**src/core/expander_defines.svh**
```systemverilog
// constant values shared by the input expander design
`ifndef EXPANDER_DEFINES_SVH
`define EXPANDER_DEFINES_SVH

// ---------------------------------------------------------------
// clock and alert timing
// ---------------------------------------------------------------
`define CLK_PERIOD_NS      10
`define ALERT_VALID_MAX_NS 4000
`define ALERT_VALID_CYC    (`ALERT_VALID_MAX_NS / `CLK_PERIOD_NS)
`define ALERT_CLEAR_MAX_NS 4000
`define ALERT_CLEAR_CYC    (`ALERT_CLEAR_MAX_NS / `CLK_PERIOD_NS)

// ---------------------------------------------------------------
// slave address and field layout
// ---------------------------------------------------------------
`define SLAVE_ADDR_BASE    7'h60
`define SLAVE_ADDR_LOW_POS 0
`define SLAVE_ADDR_HIGH_POS 2
`define BYTE_BITS          4'h8
`define MASK_RESET         8'hFF

// ---------------------------------------------------------------
// address pin levels
// ---------------------------------------------------------------
`define PIN_LVL_GND        2'h0
`define PIN_LVL_SUPPLY     2'h1
`define PIN_LVL_SCL        2'h2
`define PIN_LVL_SDA        2'h3

// ---------------------------------------------------------------
// synchronised pin vector layout
// ---------------------------------------------------------------
`define SYNC_W             13
`define SYNC_SCL           0
`define SYNC_SDA           1
`define SYNC_CLR           2
`define SYNC_ADDR_LO       3
`define SYNC_ADDR_HI       4
`define SYNC_LINES         5
`define SYNC_SETTLE_CYC    3'h4

`endif

```
**src/core/expander_pkg.sv**
```systemverilog
// types shared by the input expander design
package expander_pkg;

	typedef logic [7:0] byte_t;
	typedef logic [1:0] pin_lvl_t;

	typedef enum logic [6:0] {
		ST_IDLE  = 7'h01,
		ST_ADDR  = 7'h02,
		ST_ACK_A = 7'h04,
		ST_WRITE = 7'h08,
		ST_ACK_W = 7'h10,
		ST_READ  = 7'h20,
		ST_MACK  = 7'h40
	} bus_state_e;

endpackage

```
**src/core/pin_sync3.sv**
```systemverilog
// three-stage pin synchroniser with agreement filter
`timescale 1ns/100ps
`default_nettype none

module pin_sync3 #(
	parameter int W = 1
) (
	input  wire logic         mclk,
	input  wire logic         rst_n,
	input  wire logic [W-1:0] d_in,
	input  wire logic [W-1:0] rst_val,
	output logic      [W-1:0] q_out
);

	logic [W-1:0] s1_ff;
	logic [W-1:0] s2_ff;
	logic [W-1:0] s3_ff;
	logic [W-1:0] q_ff;

	// rst_val is only taken after release, never as an async load
	logic         init_ff;

	always_ff @(posedge mclk or negedge rst_n) begin
		if (!rst_n) begin
			s1_ff   <= '0;
			s2_ff   <= '0;
			s3_ff   <= '0;
			q_ff    <= '0;
			init_ff <= 1'b0;
		end else begin
			s1_ff   <= d_in;
			init_ff <= 1'b1;
			// later stages start at the idle value so no reset zero leaks out
			if (!init_ff) begin
				s2_ff <= rst_val;
				s3_ff <= rst_val;
				q_ff  <= rst_val;
			end else begin
				s2_ff <= s1_ff;
				s3_ff <= s2_ff;
				q_ff  <= (s2_ff & ~(s2_ff ^ s3_ff)) | (q_ff & (s2_ff ^ s3_ff));
			end
		end
	end

	assign q_out = q_ff;

endmodule

`default_nettype wire

```
**src/core/input_expander_change_alert.sv**
```systemverilog
// eight-line input expander with change alert on a two-wire bus
// Summary of operation
// - latch every change on all eight lines
// - per-line mask gates changes onto alert
// - any acknowledged access to this device clears pending alert
// - clear pin aborts the serial transfer
// - two four-level pins give 16 addresses
// - address switches pullups per four-line group
// - alert valid within 4 us of change
// - alert released within 4 us of ack
// - addresses span 0x60 to 0x6F
`timescale 1ns/100ps
`default_nettype none
`include "expander_defines.svh"

module input_expander_change_alert (
	input  wire logic                 mclk,
	input  wire logic                 rst_n,
	input  wire logic                 scl_in,
	input  wire logic                 sda_in,
	output logic                      sda_out,
	output logic                      sda_oe,
	input  wire logic                 bus_clear_n,
	input  wire logic                 addr_sel_low_pin,
	input  wire logic                 addr_sel_high_pin,
	input  wire expander_pkg::byte_t  input_lines,
	output logic                      alert_out,
	output logic                      alert_oe,
	output logic [1:0]                pullup_en
);
	import expander_pkg::*;

	// ---------------------------------------------------------------
	// pin synchronisers
	// ---------------------------------------------------------------
	logic [`SYNC_W-1:0] raw_pins;
	logic [`SYNC_W-1:0] idle_pins;
	logic [`SYNC_W-1:0] sync_pins;

	assign raw_pins  = {input_lines, addr_sel_high_pin, addr_sel_low_pin, bus_clear_n, sda_in, scl_in};
	// bus lines and clear start as released, inputs start as low
	assign idle_pins = {8'h00, 2'h0, 3'h7};

	pin_sync3 #(
		.W(`SYNC_W)
	) u_sync (
		.mclk    (mclk),
		.rst_n   (rst_n),
		.d_in    (raw_pins),
		.rst_val (idle_pins),
		.q_out   (sync_pins)
	);

	wire logic       scl_s   = sync_pins[`SYNC_SCL];
	wire logic       sda_s   = sync_pins[`SYNC_SDA];
	wire logic       clr_s   = sync_pins[`SYNC_CLR];
	wire logic [1:0] apin_s  = sync_pins[`SYNC_ADDR_HI:`SYNC_ADDR_LO];
	wire byte_t      lines_s = sync_pins[`SYNC_LINES +: 8];

	// ---------------------------------------------------------------
	// bus edge and condition detect
	// ---------------------------------------------------------------
	logic       scl_d_ff;
	logic       sda_d_ff;
	// pin history before the synchroniser holds real levels would misclassify the pins
	logic [2:0] settle_ff;
	wire logic  apin_ok = (settle_ff == `SYNC_SETTLE_CYC);

	always_ff @(posedge mclk or negedge rst_n) begin
		if (!rst_n) begin
			scl_d_ff  <= 1'b1;
			sda_d_ff  <= 1'b1;
			settle_ff <= 3'h0;
		end else begin
			scl_d_ff <= scl_s;
			sda_d_ff <= sda_s;
			if (!apin_ok)
				settle_ff <= settle_ff + 3'h1;
		end
	end

	wire logic scl_rise  = scl_s & ~scl_d_ff;
	wire logic scl_fall  = ~scl_s & scl_d_ff;
	wire logic bus_start = scl_s & scl_d_ff & sda_d_ff & ~sda_s;
	wire logic bus_stop  = scl_s & scl_d_ff & ~sda_d_ff & sda_s;

	// ---------------------------------------------------------------
	// four-level address pin decode
	// ---------------------------------------------------------------
	logic [1:0] seen_lo_ff;
	logic [1:0] seen_hi_ff;
	logic [1:0] diff_scl_ff;

	// a pin tied to scl never disagrees with it; one tied to sda does at start
	function automatic pin_lvl_t pin_level(input logic lo, input logic hi, input logic dscl);
		if (!lo)
			pin_level = `PIN_LVL_SUPPLY;
		else if (!hi)
			pin_level = `PIN_LVL_GND;
		else if (!dscl)
			pin_level = `PIN_LVL_SCL;
		else
			pin_level = `PIN_LVL_SDA;
	endfunction

	genvar gp;
	generate
		for (gp = 0; gp < 2; gp++) begin : g_apin
			always_ff @(posedge mclk or negedge rst_n) begin
				if (!rst_n) begin
					seen_lo_ff[gp]  <= 1'b0;
					seen_hi_ff[gp]  <= 1'b0;
					diff_scl_ff[gp] <= 1'b0;
				end else if (apin_ok) begin
					seen_lo_ff[gp]  <= seen_lo_ff[gp] | ~apin_s[gp];
					seen_hi_ff[gp]  <= seen_hi_ff[gp] | apin_s[gp];
					diff_scl_ff[gp] <= diff_scl_ff[gp] | (apin_s[gp] ^ scl_s);
				end
			end
		end
	endgenerate

	wire pin_lvl_t   lvl_low  = pin_level(seen_lo_ff[0], seen_hi_ff[0], diff_scl_ff[0]);
	wire pin_lvl_t   lvl_high = pin_level(seen_lo_ff[1], seen_hi_ff[1], diff_scl_ff[1]);
	wire logic [6:0] own_addr = `SLAVE_ADDR_BASE | {3'h0, lvl_high, lvl_low};

	// ---------------------------------------------------------------
	// serial slave
	// ---------------------------------------------------------------
	bus_state_e state_ff;
	bus_state_e nxt_state;
	logic [3:0] bit_cnt_ff;
	logic [3:0] nxt_bit_cnt;
	byte_t      shift_ff;
	byte_t      nxt_shift;
	byte_t      tx_ff;
	byte_t      nxt_tx;
	byte_t      mask_ff;
	byte_t      nxt_mask;
	logic       rw_ff;
	logic       nxt_rw;
	logic       mack_ff;
	logic       nxt_mack;
	logic       sda_oe_ff;
	logic       nxt_sda_oe;
	logic       access_ack;

	wire logic addr_hit  = (shift_ff[7:1] == own_addr);
	wire logic byte_done = (bit_cnt_ff == `BYTE_BITS);

	always_comb begin
		nxt_state   = state_ff;
		nxt_bit_cnt = bit_cnt_ff;
		nxt_shift   = shift_ff;
		nxt_tx      = tx_ff;
		nxt_mask    = mask_ff;
		nxt_rw      = rw_ff;
		nxt_mack    = mack_ff;
		nxt_sda_oe  = sda_oe_ff;
		access_ack  = 1'b0;
		if (scl_rise && state_ff != ST_IDLE) begin
			nxt_shift   = {shift_ff[6:0], sda_s};
			nxt_bit_cnt = bit_cnt_ff + 4'h1;
			nxt_mack    = ~sda_s;
		end
		case (state_ff)
			ST_ADDR: begin
				if (scl_fall && byte_done) begin
					if (addr_hit) begin
						nxt_state  = ST_ACK_A;
						nxt_rw     = shift_ff[0];
						nxt_sda_oe = 1'b1;
						access_ack = 1'b1;
					end else begin
						nxt_state = ST_IDLE;
					end
				end
			end
			ST_ACK_A, ST_ACK_W: begin
				if (scl_fall) begin
					nxt_bit_cnt = 4'h0;
					if (rw_ff) begin
						nxt_tx     = lines_s;
						nxt_sda_oe = ~lines_s[7];
						nxt_state  = ST_READ;
					end else begin
						nxt_sda_oe = 1'b0;
						nxt_state  = ST_WRITE;
					end
				end
			end
			ST_WRITE: begin
				if (scl_fall && byte_done) begin
					nxt_mask   = shift_ff;
					nxt_sda_oe = 1'b1;
					nxt_state  = ST_ACK_W;
				end
			end
			ST_READ: begin
				if (scl_fall) begin
					if (byte_done) begin
						nxt_sda_oe = 1'b0;
						nxt_state  = ST_MACK;
					end else begin
						nxt_tx     = {tx_ff[6:0], 1'b0};
						nxt_sda_oe = ~tx_ff[6];
					end
				end
			end
			ST_MACK: begin
				if (scl_fall) begin
					nxt_bit_cnt = 4'h0;
					if (mack_ff) begin
						nxt_tx     = lines_s;
						nxt_sda_oe = ~lines_s[7];
						nxt_state  = ST_READ;
					end else begin
						nxt_state = ST_IDLE;
					end
				end
			end
			default: begin
				nxt_state  = ST_IDLE;
				nxt_sda_oe = 1'b0;
			end
		endcase
		if (bus_start) begin
			nxt_state   = ST_ADDR;
			nxt_bit_cnt = 4'h0;
			nxt_sda_oe  = 1'b0;
		end
		if (bus_stop || !clr_s) begin
			nxt_state  = ST_IDLE;
			nxt_sda_oe = 1'b0;
		end
	end

	always_ff @(posedge mclk or negedge rst_n) begin
		if (!rst_n) begin
			state_ff   <= ST_IDLE;
			bit_cnt_ff <= 4'h0;
			shift_ff   <= 8'h00;
			tx_ff      <= 8'h00;
			mask_ff    <= `MASK_RESET;
			rw_ff      <= 1'b0;
			mack_ff    <= 1'b0;
			sda_oe_ff  <= 1'b0;
		end else begin
			state_ff   <= nxt_state;
			bit_cnt_ff <= nxt_bit_cnt;
			shift_ff   <= nxt_shift;
			tx_ff      <= nxt_tx;
			mask_ff    <= nxt_mask;
			rw_ff      <= nxt_rw;
			mack_ff    <= nxt_mack;
			sda_oe_ff  <= nxt_sda_oe;
		end
	end

	// ---------------------------------------------------------------
	// change latch and alert
	// ---------------------------------------------------------------
	byte_t prev_ff;
	byte_t change_ff;
	byte_t nxt_change;
	logic  alert_oe_ff;
	logic  [1:0] pullup_ff;

	// a change in the clearing cycle survives: set wins over clear
	assign nxt_change = (access_ack ? 8'h00 : change_ff) | (lines_s ^ prev_ff);

	always_ff @(posedge mclk or negedge rst_n) begin
		if (!rst_n) begin
			prev_ff     <= 8'h00;
			change_ff   <= 8'h00;
			alert_oe_ff <= 1'b0;
			pullup_ff   <= 2'h0;
		end else begin
			prev_ff     <= lines_s;
			change_ff   <= nxt_change;
			alert_oe_ff <= |(nxt_change & mask_ff);
			pullup_ff   <= {lvl_high[0], lvl_low[0]};
		end
	end

	assign alert_oe  = alert_oe_ff;
	assign alert_out = 1'b0 & alert_oe_ff;
	assign sda_oe    = sda_oe_ff;
	assign sda_out   = 1'b0 & sda_oe_ff;
	assign pullup_en = pullup_ff;

endmodule

`default_nettype wire

```
**config.mk**
```make
export PLATFORM = sky130hd
export DESIGN_NAME = input_expander_change_alert
export DESIGN_NICKNAME = d
export VERILOG_FILES = /design/src/core/expander_pkg.sv /design/src/core/pin_sync3.sv /design/src/core/input_expander_change_alert.sv
export VERILOG_INCLUDE_DIRS = /design/src /design/src/core
export SDC_FILE = /design/constraint.sdc
export NUM_CORES = 1
export LEC_CHECK = 0
export BUFFER_PORTS_ARGS = -buffer_cell sky130_fd_sc_hd__buf_4
export CAP_MARGIN = 20
export CORE_ASPECT_RATIO = 2
export CORE_UTILIZATION = 50
export CTS_CLUSTER_SIZE = 14
export DETAILED_ROUTE_END_ITERATION = 6
export PLACE_DENSITY = 0.67
export SLEW_MARGIN = 20
export SYNTH_ARGS = -nofsm -noshare
export SYNTH_HDL_FRONTEND = slang
export SYNTH_HIERARCHICAL = 1
export SYNTH_SLANG_ARGS = --single-unit
```
**constraint.sdc**
```tcl
create_clock -name mclk -period 4.9 [get_ports mclk]
set_input_delay 0.245 -clock mclk [delete_from_list [all_inputs] [get_ports mclk]]
set_output_delay 0.245 -clock mclk [all_outputs]
set_load 0.01 [all_outputs]
```
# After elaboration in Yosys (flattened, before gate mapping)
# Cells that the tools add are included.
[op_classes] n_mux=48 n_reduce_logical=13 bitwise=31 n_eq_ne=24 addsub=2
[ops] op="7-bit 2-to-1 mux" count=14
[ops] op="13-bit 2-to-1 mux" count=3
[ops] op="7-bit one-hot mux with 5 select lines" count=1
[ops] op="4-bit inequality test, second input constant" count=8
[ops] op="13-bit AND" count=2
[ops] op="7-bit one-hot mux with 3 select lines" count=1
[ops] op="1-bit 2-to-1 mux" count=16
[ops] op="4-bit 2-to-1 mux" count=4
[ops] op="7-bit AND reduction" count=2
[ops] op="13-bit NOT" count=1
[ops] op="13-bit bitwise OR" count=1
[ops] op="13-bit XOR" count=1
[ops] op="6-bit 2-to-1 mux" count=2
[ops] op="2-bit inequality test, second input constant" count=6
[ops] op="8-bit AND" count=1
[ops] op="2-bit 2-to-1 mux" count=4
[ops] op="8-bit 2-to-1 mux" count=1
[ops] op="1-bit NOT" count=8
[ops] op="8-bit bitwise OR" count=1
[ops] op="8-bit OR reduction" count=1
[ops] op="8-bit XOR" count=1
[ops] op="1-bit AND" count=7
[ops] op="7-bit by 2-bit equality test with 1-bit output, second input constant" count=1
[ops] op="7-bit by 3-bit equality test with 1-bit output, second input constant" count=1
[ops] op="23 further kinds" count=30
[word_totals] input_bits=15 output_inout_bits=6 elab_cells=144 regBits=120

# Depth between registers and ports, before layout
# Gate-level depths: netlist of run 1.
[logic_depth] ltp_word=11 mapped_depth=7 mapped_depth_nobuf=7

# By module
# Netlist of run 1, hierarchy kept.
[modules_own_cells] mod="input_expander_change_alert" instances=1 cells_per_inst=284 area_per_inst_um2=3318.2
[modules_own_cells] mod="pin_sync3" instances=1 cells_per_inst=163 area_per_inst_um2=1840.5

# Least setup slack after synthesis of run 1
# OpenSTA, ideal clock, no wires.
[synth_timing] kind="register to register" startpoint="register state_ff[2]" endpoint="register tx_ff[1]" path_buffers=1 t_arrival_ps=1734 setup_time_ps=125 path_slack_ps=3041 path_stages_with_launch=7 required_time_ps=4775 path_cell_list="dfrtp_1 > buf_6 > and2b_2 > a211oi_1 > a211o_1 > a211oi_4 > mux2_2"
[synth_via] elab_chain_cells=4 elab_cells_between_ends=14 cone_classes="10 x eq/ne; 1 x mux; 3 x reduce/logical"
[synth_lines] element="start: declaration" line_no="input_expander_change_alert.sv:130" rtl="bus_state_e state_ff;"
[synth_lines] element="start signal: assignment" line_no="input_expander_change_alert.sv:249" rtl="state_ff <= nxt_state;"
[synth_lines] element="7-bit by 3-bit equality test with 1-bit output or 7-bit by 5-bit equality test with 1-bit output (tied branches)" line_no="input_expander_change_alert.sv:166" rtl="case (state_ff)"
[synth_lines] element="2-bit OR reduction" line_no="input_expander_change_alert.sv:166"
[synth_lines] element="2-bit inequality test (no line) or 3-bit nonzero test (tied branches)"
[synth_lines] element="7-bit AND reduction (no line)"
[synth_lines] element="end signal: assignment" line_no="input_expander_change_alert.sv:252" rtl="tx_ff <= nxt_tx;"
[synth_lines] element="end: declaration" line_no="input_expander_change_alert.sv:136" rtl="byte_t tx_ff;"
# Several ways; a longest one is shown, not always the timed one.
# A chain may end at the register's enable or synchronous reset.

# Final worst setup path of run 1
[layout_timing] startpoint="register state_ff[6]" endpoint="register bit_cnt_ff[3]"
[layout_via] elab_chain_cells=6 elab_cells_between_ends=10 cone_classes="4 x eq/ne; 4 x mux; 2 x reduce/logical"
[layout_lines] element="7-bit by 1-bit inequality test with 1-bit output" line_no="input_expander_change_alert.sv:161" rtl="if (scl_rise && state_ff != ST_IDLE) begin"
[layout_lines] element="1-bit logical AND" line_no="input_expander_change_alert.sv:161"
[layout_lines] element="4-bit 2-to-1 mux" line_no="input_expander_change_alert.sv:161"
[layout_lines] element="4-bit 2-to-1 mux" line_no="input_expander_change_alert.sv:180, input_expander_change_alert.sv:211"
[layout_lines] element="4-bit 2-to-1 mux (*)"
[layout_lines] element="4-bit 2-to-1 mux (*)" line_no="input_expander_change_alert.sv:227" rtl="if (bus_start) begin"
[layout_lines] element="via nxt_bit_cnt[3]" line_no="input_expander_change_alert.sv:133" rtl="logic [3:0] nxt_bit_cnt;"
[layout_lines] element="end signal: assignment" line_no="input_expander_change_alert.sv:250" rtl="bit_cnt_ff <= nxt_bit_cnt;"
[layout_lines] element="end: declaration" line_no="input_expander_change_alert.sv:132" rtl="logic [3:0] bit_cnt_ff;"
# The timed path passes the listed nets; every way through them passes the cells marked *.

==> reports/results.tsv, run 1 <==
metric	value	unit
status	complete, but fails checks	
failing checks	hold timing	
DR vias/cell	5.27	
warnings from Yosys	6	
clock sink total	120	
Sw Pwr	560	uW
Layout area overhead	18.4	%
RSZ-0062 raised after global routing	false	
antenna violations before repair	0	
static leakage	0.00280	uW
clock root cell	clkbuf_16	
critical path required time	5.18	ns
CTS resizes	0	
Post-DP Area	5400	um2
IO Count	21	
area share of the largest cell type after synthesis	0.529	
grt met1 use	0.215	
grt met2 use	0.378	
count leader, synth	dfrtp_1	
Reg clk slew, reported paths	0.06	ns
Die H	146	um
max-cap viol count	0	
Reg power frac	0.451	
layout filler cell count	850	
antenna cells	0	
wire per inst	15.5	um
#FFs+latches synth	120	
Row Count	52	
die footprint	10800	um2
Routability Congestion	0.891	
Gate Count Post-Synth	447	
async set-or-reset flop fraction in the synthesized netlist	1.00	
Crit Path Class	reg -> reg	
# port buffers	18	
sw frac	0.227	
fin nets	515	
TNS Setup	0	ns
endpoints failing setup	0	
Worst Tran Pin Value	1.09	ns
Pwr Density	404	nW/um2
drt pass-1 iters	4	
Internal	1900	uW
maximum vdd ir drop	0.426	mV
initial core utilization	0.512	
largest net degree at the start of global routing	79	
largest area contributor in the netlist	dfrtp_1	
part of the Yosys area used for sequential elements	0.585	
unique cell type count in the Yosys netlist	63	
Post-route DRC	0	
Fin Hold WS	-0.0319	ns
R2R depth	5	
Mapped Area	5160	um2
Hold Path Class	in -> async	
Commonest cells post-synth	109 x dfrtp_1, 71 x nand2_1, 28 x mux2_2	
total CTS buffers	17	
Die Wd	73.8	um
clk_lat worst skew	0.41	ns
Pins Over Slew Limit	0	
Vias	3391	
core area	10100	um2
top cells by area, synth	dfrtp_1 53%, mux2_2 6.1%, dfstp_2 5.6%	
Slew HR	0.272	
HPWL after DPL	6980	um
Iter 0 DRT Violations	185	
CTS tree	yes	
endpoints failing hold	17	
R2R setup slack	2.62	ns
CP max FO	14	
fmax	438	MHz
Worst EP arrival	2.56	ns
ANT nets after route	0	
total grt overflow	0	
peak-usage layer in the global routing report	met2	
number of synthesized flops with an enable pin	0	
worst r2r src	state_ff[6]	
Total Routing Usage GR	0.212	
placed cell count	599	
Setup Skew	0.0126	ns
vias in the first global route	3499	
design area	6110	um2
CP Capture Type	flop	
ys flop type	dfrtp_1	
share of cells above drive strength 1	0.204	
clock group share of total power	0.485	
met3 usage	0.0464	
first-pass GRT wire length	16600	um
WL final	9960	um
fin cells	644	
Logic pwr share	0.064	
worst r2r dst	bit_cnt_ff[3]	
Clock Path Buffers	2	
H-Tree Depth	4	
CP Launch Type	flop	
period utilisation layout	0.466	
Avg Inst Size Synth	11.5	um2
Tmin final	2.28	ns
[worst max path at each step]
stage / startpoint / to / slack, ns / cells past startpoint
after CTS: state_ff[6] / bit_cnt_ff[3] / 2.62 / 5
final: state_ff[6] / bit_cnt_ff[3] / 2.62 / 5
after global routing: state_ff[6] / bit_cnt_ff[3] / 2.39 / 5
after floorplan: state_ff[2] / tx_ff[1] / 3.04 / 6
after global placement: state_ff[6] / bit_cnt_ff[3] / 2.65 / 5
after detailed placement: state_ff[6] / bit_cnt_ff[3] / 2.60 / 5
[layout by cell type (no fill, tap or decap), drive strengths merged, types with 13 or more instances in the layout]
| master | n |
|---|---|
| nand2 | 72 |
| conb | 16 |
| a21oi | 17 |
| xor2 | 14 |
| o21ai | 43 |
| dlygate4sd3 | 13 |
| nand2b | 14 |
| dfrtp | 109 |
| clkbuf | 23 |
| mux2 | 29 |
| buf | 20 |
| nor2 | 17 |
[cells by family (layout without fill, tap and decap cells)]
family,Yosys count,count (layout),synth area share
multiplexers,32,32,0.0699
AO/OA/AOI/OAI,104,104,0.130
XOR/XNOR,21,21,0.0357
adder cells (fa/ha/maj),4,4,0.00970
other,3,16,0.00218
AND/OR/NAND/NOR,138,138,0.136
flip-flops,120,120,0.585
buffers and inverters,25,74,0.0315
[through the flow]
stage,utilization,total power [uW],setup WS (ns),hold WS [ns]
after CTS,0.605,2500,2.62,0.0160
after detailed placement,0.535,1280,2.60,0.355
after global routing,0.605,2570,2.39,0.0664
after floorplan,-,1210,3.04,-0.0506
after global placement,0.535,1270,2.65,0.354
final,0.605,2460,2.62,-0.0319
[metal layers]
metal | vias to the layer above | share of wire
met3 | 27 | 0.022
li1 | 1637 | -
met5 | - | 0
met4 | 0 | 0.034
met1 | 1675 | 0.38
met2 | 52 | 0.57
[what timing repair did]
action | in CTS | in global routing
endpoints found under the hold margin | 13 | 0
setup buffers | 0 | 0
endpoints found under the setup margin | 0 | 0
hold buffers | 13 | 0
[cell type report]
| class | count | area [um2] | share of cell area |
|---|---|---|---|
| clock inverters | 9 | 100 | 0.0164 |
| inverters | 9 | 33.8 | 0.00553 |
| flip-flops and latches | 120 | 3020 | 0.494 |
| multi-input cells | 315 | 2030 | 0.332 |
| repair buffers | 33 | 280 | 0.0459 |
| clock buffers | 23 | 478 | 0.0783 |
| well taps | 135 | 169 | 0.0277 |
[worst max-delay path, cell delays in order (launching register included)]
cell and delay (ns):
dfrtp_1 0.65, nor3_1 0.12, a311oi_2 0.96, nand4_1 0.21, xor2_1 0.17, nor2_1 0.05
[power groups by stage]
stage          Clock (uW)  Sequential (uW)  Combinational, uW
6_report             1200             1110                157
3_3_place_gp            0             1120                146
3_5_place_dp            0             1130                151
5_1_grt              1270             1120                180
4_1_cts              1220             1110                161
2_1_floorplan           0             1110                105
Note: power is estimated with default switching activity, not from simulation.
==> run 2: changes to the inputs <==
--- a/config.mk
+++ b/config.mk
@@ -12,7 +12,7 @@
 export CORE_UTILIZATION = 50
 export CTS_CLUSTER_SIZE = 14
 export DETAILED_ROUTE_END_ITERATION = 6
-export PLACE_DENSITY = 0.67
+export PLACE_DENSITY = 0.69
 export SLEW_MARGIN = 20
 export SYNTH_ARGS = -nofsm -noshare
 export SYNTH_HDL_FRONTEND = slang
==> constraint.sdc (replaced) <==
create_clock -name mclk -period 2.08 [get_ports mclk]
set_input_delay 0.104 -clock mclk [delete_from_list [all_inputs] [get_ports mclk]]
set_output_delay 0.104 -clock mclk [all_outputs]
set_load 0.01 [all_outputs]
==> run 2 against run 1 <==
  * The run now ends clean
  * First-iteration DRC count decreased by 26%
  * Cell count increased by 3.0%
  * Power increased by 150%
  * Clock skew decreased by 0.0036 ns
  * Critical path type unchanged
  * Worst hold slack improved by 0.25 ns
  * Via count increased by 4.5%
  * Largest power group unchanged
  * Count of clock-buffer cells in the layout decreased by 5
  * Combinational power increased by 150%
==> reports/results.tsv, run 2 (same netlist as run 1, synthesis figures left out) <==
metric	value	unit	change
status	finished clean		
Layout area overhead	23.1	%	
Hold Path Class	in -> async		
TNS Setup	0	ns	unchanged
ANT nets after route	0		unchanged
Routability Congestion	0.931		+4.5%
core area	10100	um2	unchanged
largest net degree at the start of global routing	53		-33%
Crit Path Class	reg -> reg		
period utilisation layout	0.970		+0.504
fmax	496	MHz	+13%
HPWL after DPL	7200	um	+3.1%
maximum vdd ir drop	1.15	mV	+170%
Vias	3542		+4.5%
CTS tree	yes		
Setup Skew	0.00902	ns	-0.00358 ns
Die Wd	73.8	um	unchanged
first-pass GRT wire length	17200	um	+4.1%
CP Capture Type	flop		
Tmin final	2.02	ns	-0.266 ns
Total Routing Usage GR	0.219		+0.00715
# port buffers	18		unchanged
Worst Tran Pin Value	0.564	ns	-0.529 ns
WL final	10300	um	+2.9%
CP Launch Type	flop		
clock sink total	120		unchanged
antenna cells	0		unchanged
commonest non-fill, non-tap cell in the layout	dfrtp_1		
fin nets	534		+3.7%
layout filler cell count	771		-9.3%
fin cells	663		+3.0%
drt pass-1 iters	4		unchanged
share of cells above drive strength 1	0.242		+0.0381
DR vias/cell	5.34		+1.5%
H-Tree Depth	4		unchanged
peak-usage layer in the global routing report	met2		
static leakage	0.00292	uW	+4.4%
Worst EP arrival	2.31	ns	-0.25 ns
die footprint	10800	um2	unchanged
Slew HR	0.621		+0.349
Die H	146	um	unchanged
Iter 0 DRT Violations	137		-26%
initial core utilization	0.512		unchanged
vias in the first global route	3605		+3.0%
total CTS buffers	17		unchanged
endpoints failing hold	0		-17
placed cell count	615		+2.7%
Post-route DRC	0		unchanged
Reg clk slew, reported paths	0.06	ns	about the same
IO Count	21		unchanged
max-cap viol count	0		unchanged
CP max FO	5		-9
Pins Over Slew Limit	0		unchanged
wire per inst	15.5	um	about the same
most frequent cells in the layout	109 x dfrtp_1, 71 x nand2_1, 35 x buf_4		
total grt overflow	0		unchanged
endpoints failing setup	0		unchanged
critical path required time	2.37	ns	-2.81 ns
RSZ-0062 raised after global routing	false		
clock root cell	clkbuf_16		
Row Count	52		unchanged
antenna violations before repair	0		unchanged
met3 usage	0.0485		+0.00208
clk_lat worst skew	0.41	ns	about the same
grt met1 use	0.232		+0.0166
Pwr Density	953	nW/um2	+140%
grt met2 use	0.369		-0.00917
Clock Path Buffers	2		unchanged
run 2: cell types whose count changed in the layout (fill, tap and decap cells not counted), sizes merged:
| cell | delta |
|---|---|
| bufinv | +2 |
| inv | +1 |
| buf | +18 |
| clkbuf | -5 |
| clkinvlp | +2 |
| dlygate4sd3 | +1 |
run 2: critical path: stages (launching register included):
cell and delay (ns):
dfrtp_1 0.44, buf_4 0.17, nor4_2 0.34, o211ai_1 0.21
and3_2 0.27, o211a_1 0.24, o221a_2 0.24
run 2: path summary, 6_finish.rpt:
kind                             startpoint                to  slack, ns  cells past startpoint
setup / recovery                state_ff[5]            sda_oe       0.06                      6
hold / removal                        rst_n   u_sync/s3_ff[5]       0.22                      2
setup reg to reg                state_ff[5]            sda_oe       0.06                      6
hold reg to reg            u_sync/s1_ff[11]  u_sync/s2_ff[11]       0.44                      2
max in group asynchronous             rst_n        mask_ff[0]       1.17                      3
min in group mclk            input_lines[0]   u_sync/s1_ff[5]       0.35                      2
run 2: per-stage QoR:
step                worst slack [ns]  area [um2]   util  hold WS, ns  power (uW)
floorplan                      0.221        5210      -       -0.192        2850
global placement              0.0256        5540  0.550       0.0895        3000
detailed placement           -0.0602        5540  0.550       0.0969        3020
CTS                           0.0194        6340  0.629        0.212        6120
global route                 0.00895        6350  0.630        0.252        6290
finish                        0.0624        6350  0.630        0.215        6060
run 2: per-layer routing:
| metal | up-vias | routed length, um | part of all wire |
|---|---|---|---|
| met5 | - | 0 | 0 |
| met4 | 0 | 648 | 0.063 |
| met3 | 38 | 268 | 0.026 |
| li1 | 1676 | - | - |
| met1 | 1746 | 3760 | 0.37 |
| met2 | 82 | 5570 | 0.54 |
run 2: timing repair:
item / 4_1_cts / 5_1_grt
endpoints found under the setup margin: 3 / 8
resized for setup: 1 / 4
pin swaps: 2 / 0
hold endpoints to repair: 46 / 0
buffers inserted: 2 / 0
cloned: 0 / 0
hold buffers: 14 / 0
run 2: report_power, final:
group,internal (uW),switching [uW],leakage [uW]
clock network,2010,1050,0.000293
logic,173,216,0.00120
registers,2480,131,0.00142
total,4660,1390,0.00292
run 2: layout make-up:
cell class	count	area (um2)	area share
repair buffers	52	463	0.0729
inverters	9	33.8	0.00532
clock buffers	18	429	0.0676
flip-flops and latches	120	3020	0.475
clock inverters	14	199	0.0313
multi-input cells	315	2040	0.321
well taps	135	169	0.0266
==> run 3: changes to the inputs <==
--- a/config.mk
+++ b/config.mk
@@ -12,7 +12,8 @@
 export CORE_UTILIZATION = 50
 export CTS_CLUSTER_SIZE = 14
 export DETAILED_ROUTE_END_ITERATION = 6
-export PLACE_DENSITY = 0.69
+export GPL_ROUTABILITY_DRIVEN = 0
+export PLACE_DENSITY = 0.67
 export SLEW_MARGIN = 20
 export SYNTH_ARGS = -nofsm -noshare
 export SYNTH_HDL_FRONTEND = slang
==> constraint.sdc (replaced) <==
create_clock -name mclk -period 2 [get_ports mclk]
set_input_delay 0.1 -clock mclk [delete_from_list [all_inputs] [get_ports mclk]]
set_output_delay 0.1 -clock mclk [all_outputs]
set_load 0.01 [all_outputs]
==> run 3 against run 2 <==
  * Combinational power up 6.4%
  * Power increased by 5.4%
  * Utilization up 1.2 points
  * Global-route usage down 0.12 points
  * Flip-flop and latch count stayed put
  * Sequential power grew 4%
  * Wire length grew 0.81%
  * Register-to-register slack about the same
  * Maximum frequency is 3.8% higher
  * Worst hold slack got worse by 0.081 ns
  * Via count is 0.71% lower
  * Largest cell class unchanged
  * Largest power group unchanged
==> reports/results.tsv, run 3 (same netlist as run 1, synthesis figures left out) <==
metric	value	unit	change
Row Count	52		unchanged
Internal	5010	uW	+7.5%
Top Family by Delay on Critical Path	multiplexers		
max-cap viol count	0		unchanged
DR vias/cell	5.24		-1.9%
Max stage delay on crit path	0.48	ns	+0.04 ns
Sw Pwr	1370	uW	-1.8%
Vias	3517		-0.71%
HPWL after DPL	7240	um	+0.55%
CP max stage cell	dfrtp_1		
CP Buf/Inv Count	2		+1
ANT nets after route	0		unchanged
CP Capture Type	flop		
Iter 0 DRT Violations	150		+9.5%
# port buffers	18		unchanged
peak-usage layer in the global routing report	met2		
CP max FO	12		+7
vias in the first global route	3764		+4.4%
total grt overflow	0		unchanged
worst r2r src	state_ff[1]		
Post-Place Worst Slack	-0.0643	ns	-0.00417 ns
drt pass-1 iters	4		unchanged
Post-route DRC	0		unchanged
Fin Hold WS	0.135	ns	-0.0807 ns
maximum vdd ir drop	0.938	mV	-18%
Pwr Density	986	nW/um2	+3.4%
status	finished clean		
static leakage	0.00299	uW	+2.3%
placed cell count	620		+0.81%
Slew HR	0.660		+0.0388
grt met2 use	0.389		+0.0193
WL final	10300	um	+0.81%
Die H	146	um	unchanged
Hold Path Class	in -> async		
design area	6470	um2	+1.9%
die footprint	10800	um2	unchanged
share of cells above drive strength 1	0.254		+0.0113
Reg clk slew, reported paths	0.05	ns	about the same
first-pass GRT wire length	17300	um	+0.32%
antenna cells	0		unchanged
antenna violations before repair	0		unchanged
worst r2r dst	tx_ff[2]		
endpoints failing hold	0		unchanged
Total Routing Usage GR	0.218		-0.00117
initial core utilization	0.512		unchanged
Layout area overhead	25.5	%	
Pins Over Slew Limit	0		unchanged
sw frac	0.214		-0.0158
Logic pwr share	0.065		about the same
clk_lat worst skew	0.40	ns	about the same
grt met1 use	0.217		-0.0144
met3 usage	0.0561		+0.00762
commonest non-fill, non-tap cell in the layout	dfrtp_1		
fin cells	671		+1.2%
Post-DP Area	5610	um2	+1.1%
Worst Tran Pin Value	0.509	ns	-0.0545 ns
most frequent cells in the layout	106 x dfrtp_1, 71 x nand2_1, 40 x buf_4		
H-Tree Depth	4		unchanged
total CTS buffers	17		unchanged
fin nets	542		+1.5%
Clock Path Buffers	2		unchanged
wire per inst	15.4	um	-0.39%
core area	10100	um2	unchanged
clock root cell	clkbuf_16		
fmax	515	MHz	+3.8%
Crit Path Class	reg -> reg		
largest net degree at the start of global routing	53		unchanged
IO Count	21		unchanged
Reg power frac	0.425		-0.006
Tmin final	1.94	ns	-0.0741 ns
R2R setup slack	0.06	ns	about the same
CP Launch Type	flop		
period utilisation layout	0.972		+0.00176
worst path cell trace	buf_4 -> nor3_4 -> nand2_1 -> buf_4 -> mux2_2 -> mux2_2		
R2R depth	6		unchanged
CTS tree	yes		
Die Wd	73.8	um	unchanged
clock sink total	120		unchanged
Setup Skew	0.00802	ns	-0.00100 ns
Worst EP arrival	2.23	ns	-0.08 ns
clock group share of total power	0.510		+0.005
Worst Setup Slack, final	0.0565	ns	-0.00593 ns
endpoints failing setup	0		unchanged
critical path required time	2.28	ns	-0.09 ns
overall power	6380	uW	+5.4%
-- run 3: repair_timing --
item / 4_1_cts / 5_1_grt
buffers inserted: 2 / 3
pin swaps: 1 / 4
hold buffers: 14 / 0
endpoints found under the hold margin: 120 / 0
resized for setup: 1 / 9
endpoints found under the setup margin: 16 / 24
-- run 3: through the flow --
| stage | util | setup TNS [ns] |
|---|---|---|
| 2_1_floorplan | - | 0 |
| 3_3_place_gp | 0.556 | -0.0816 |
| 3_5_place_dp | 0.556 | -0.496 |
| 4_1_cts | 0.637 | 0 |
| 5_1_grt | 0.642 | -0.0401 |
| 6_report | 0.642 | 0 |
-- run 3: routing by layer --
layer	wire length (um)	vias to the layer above	part of all wire
met3	225	28	0.022
met4	361	0	0.035
met1	3830	1725	0.37
li1	-	1692	-
met2	5920	72	0.57
met5	0	-	0
-- run 3: worst register-to-register path: cells and delay by family, from the launching register on --
kind,cells,cell delay [ns]
flip-flops,1,0.48
buffers and inverters,2,0.42
multiplexers,2,0.54
AND/OR/NAND/NOR,2,0.38
-- run 3: area by class of cell --
type | instances | area (um2)
Fill cell | 770 | 3610
Sequential cell | 120 | 3020
Multi-Input combinational cell | 315 | 2060
Timing Repair Buffer | 60 | 552
Clock buffer | 25 | 505
Tap cell | 135 | 169
Clock inverter | 7 | 138
Inverter | 9 | 33.8
-- run 3: how the worst max path moves through the flow --
stage / start / endpoint / slack (ns) / depth (start not counted)
CTS: seen_lo_ff[0] / change_ff[0] / 0.02 / 6
global route: state_ff[1] / tx_ff[2] / -0.02 / 6
detailed placement: state_ff[6] / tx_ff[5] / -0.06 / 5
global placement: state_ff[0] / change_ff[6] / -0.01 / 6
floorplan: state_ff[2] / tx_ff[1] / 0.14 / 6
finish: state_ff[1] / tx_ff[2] / 0.06 / 6
-- run 3: power groups by stage --
stage / registers (uW) / clock network (uW) / logic [uW]
CTS: 2710 / 3310 / 420
global route: 2730 / 3420 / 473
detailed placement: 2750 / 0 / 395
finish: 2710 / 3260 / 415
global placement: 2740 / 0 / 382
floorplan: 2710 / 0 / 257
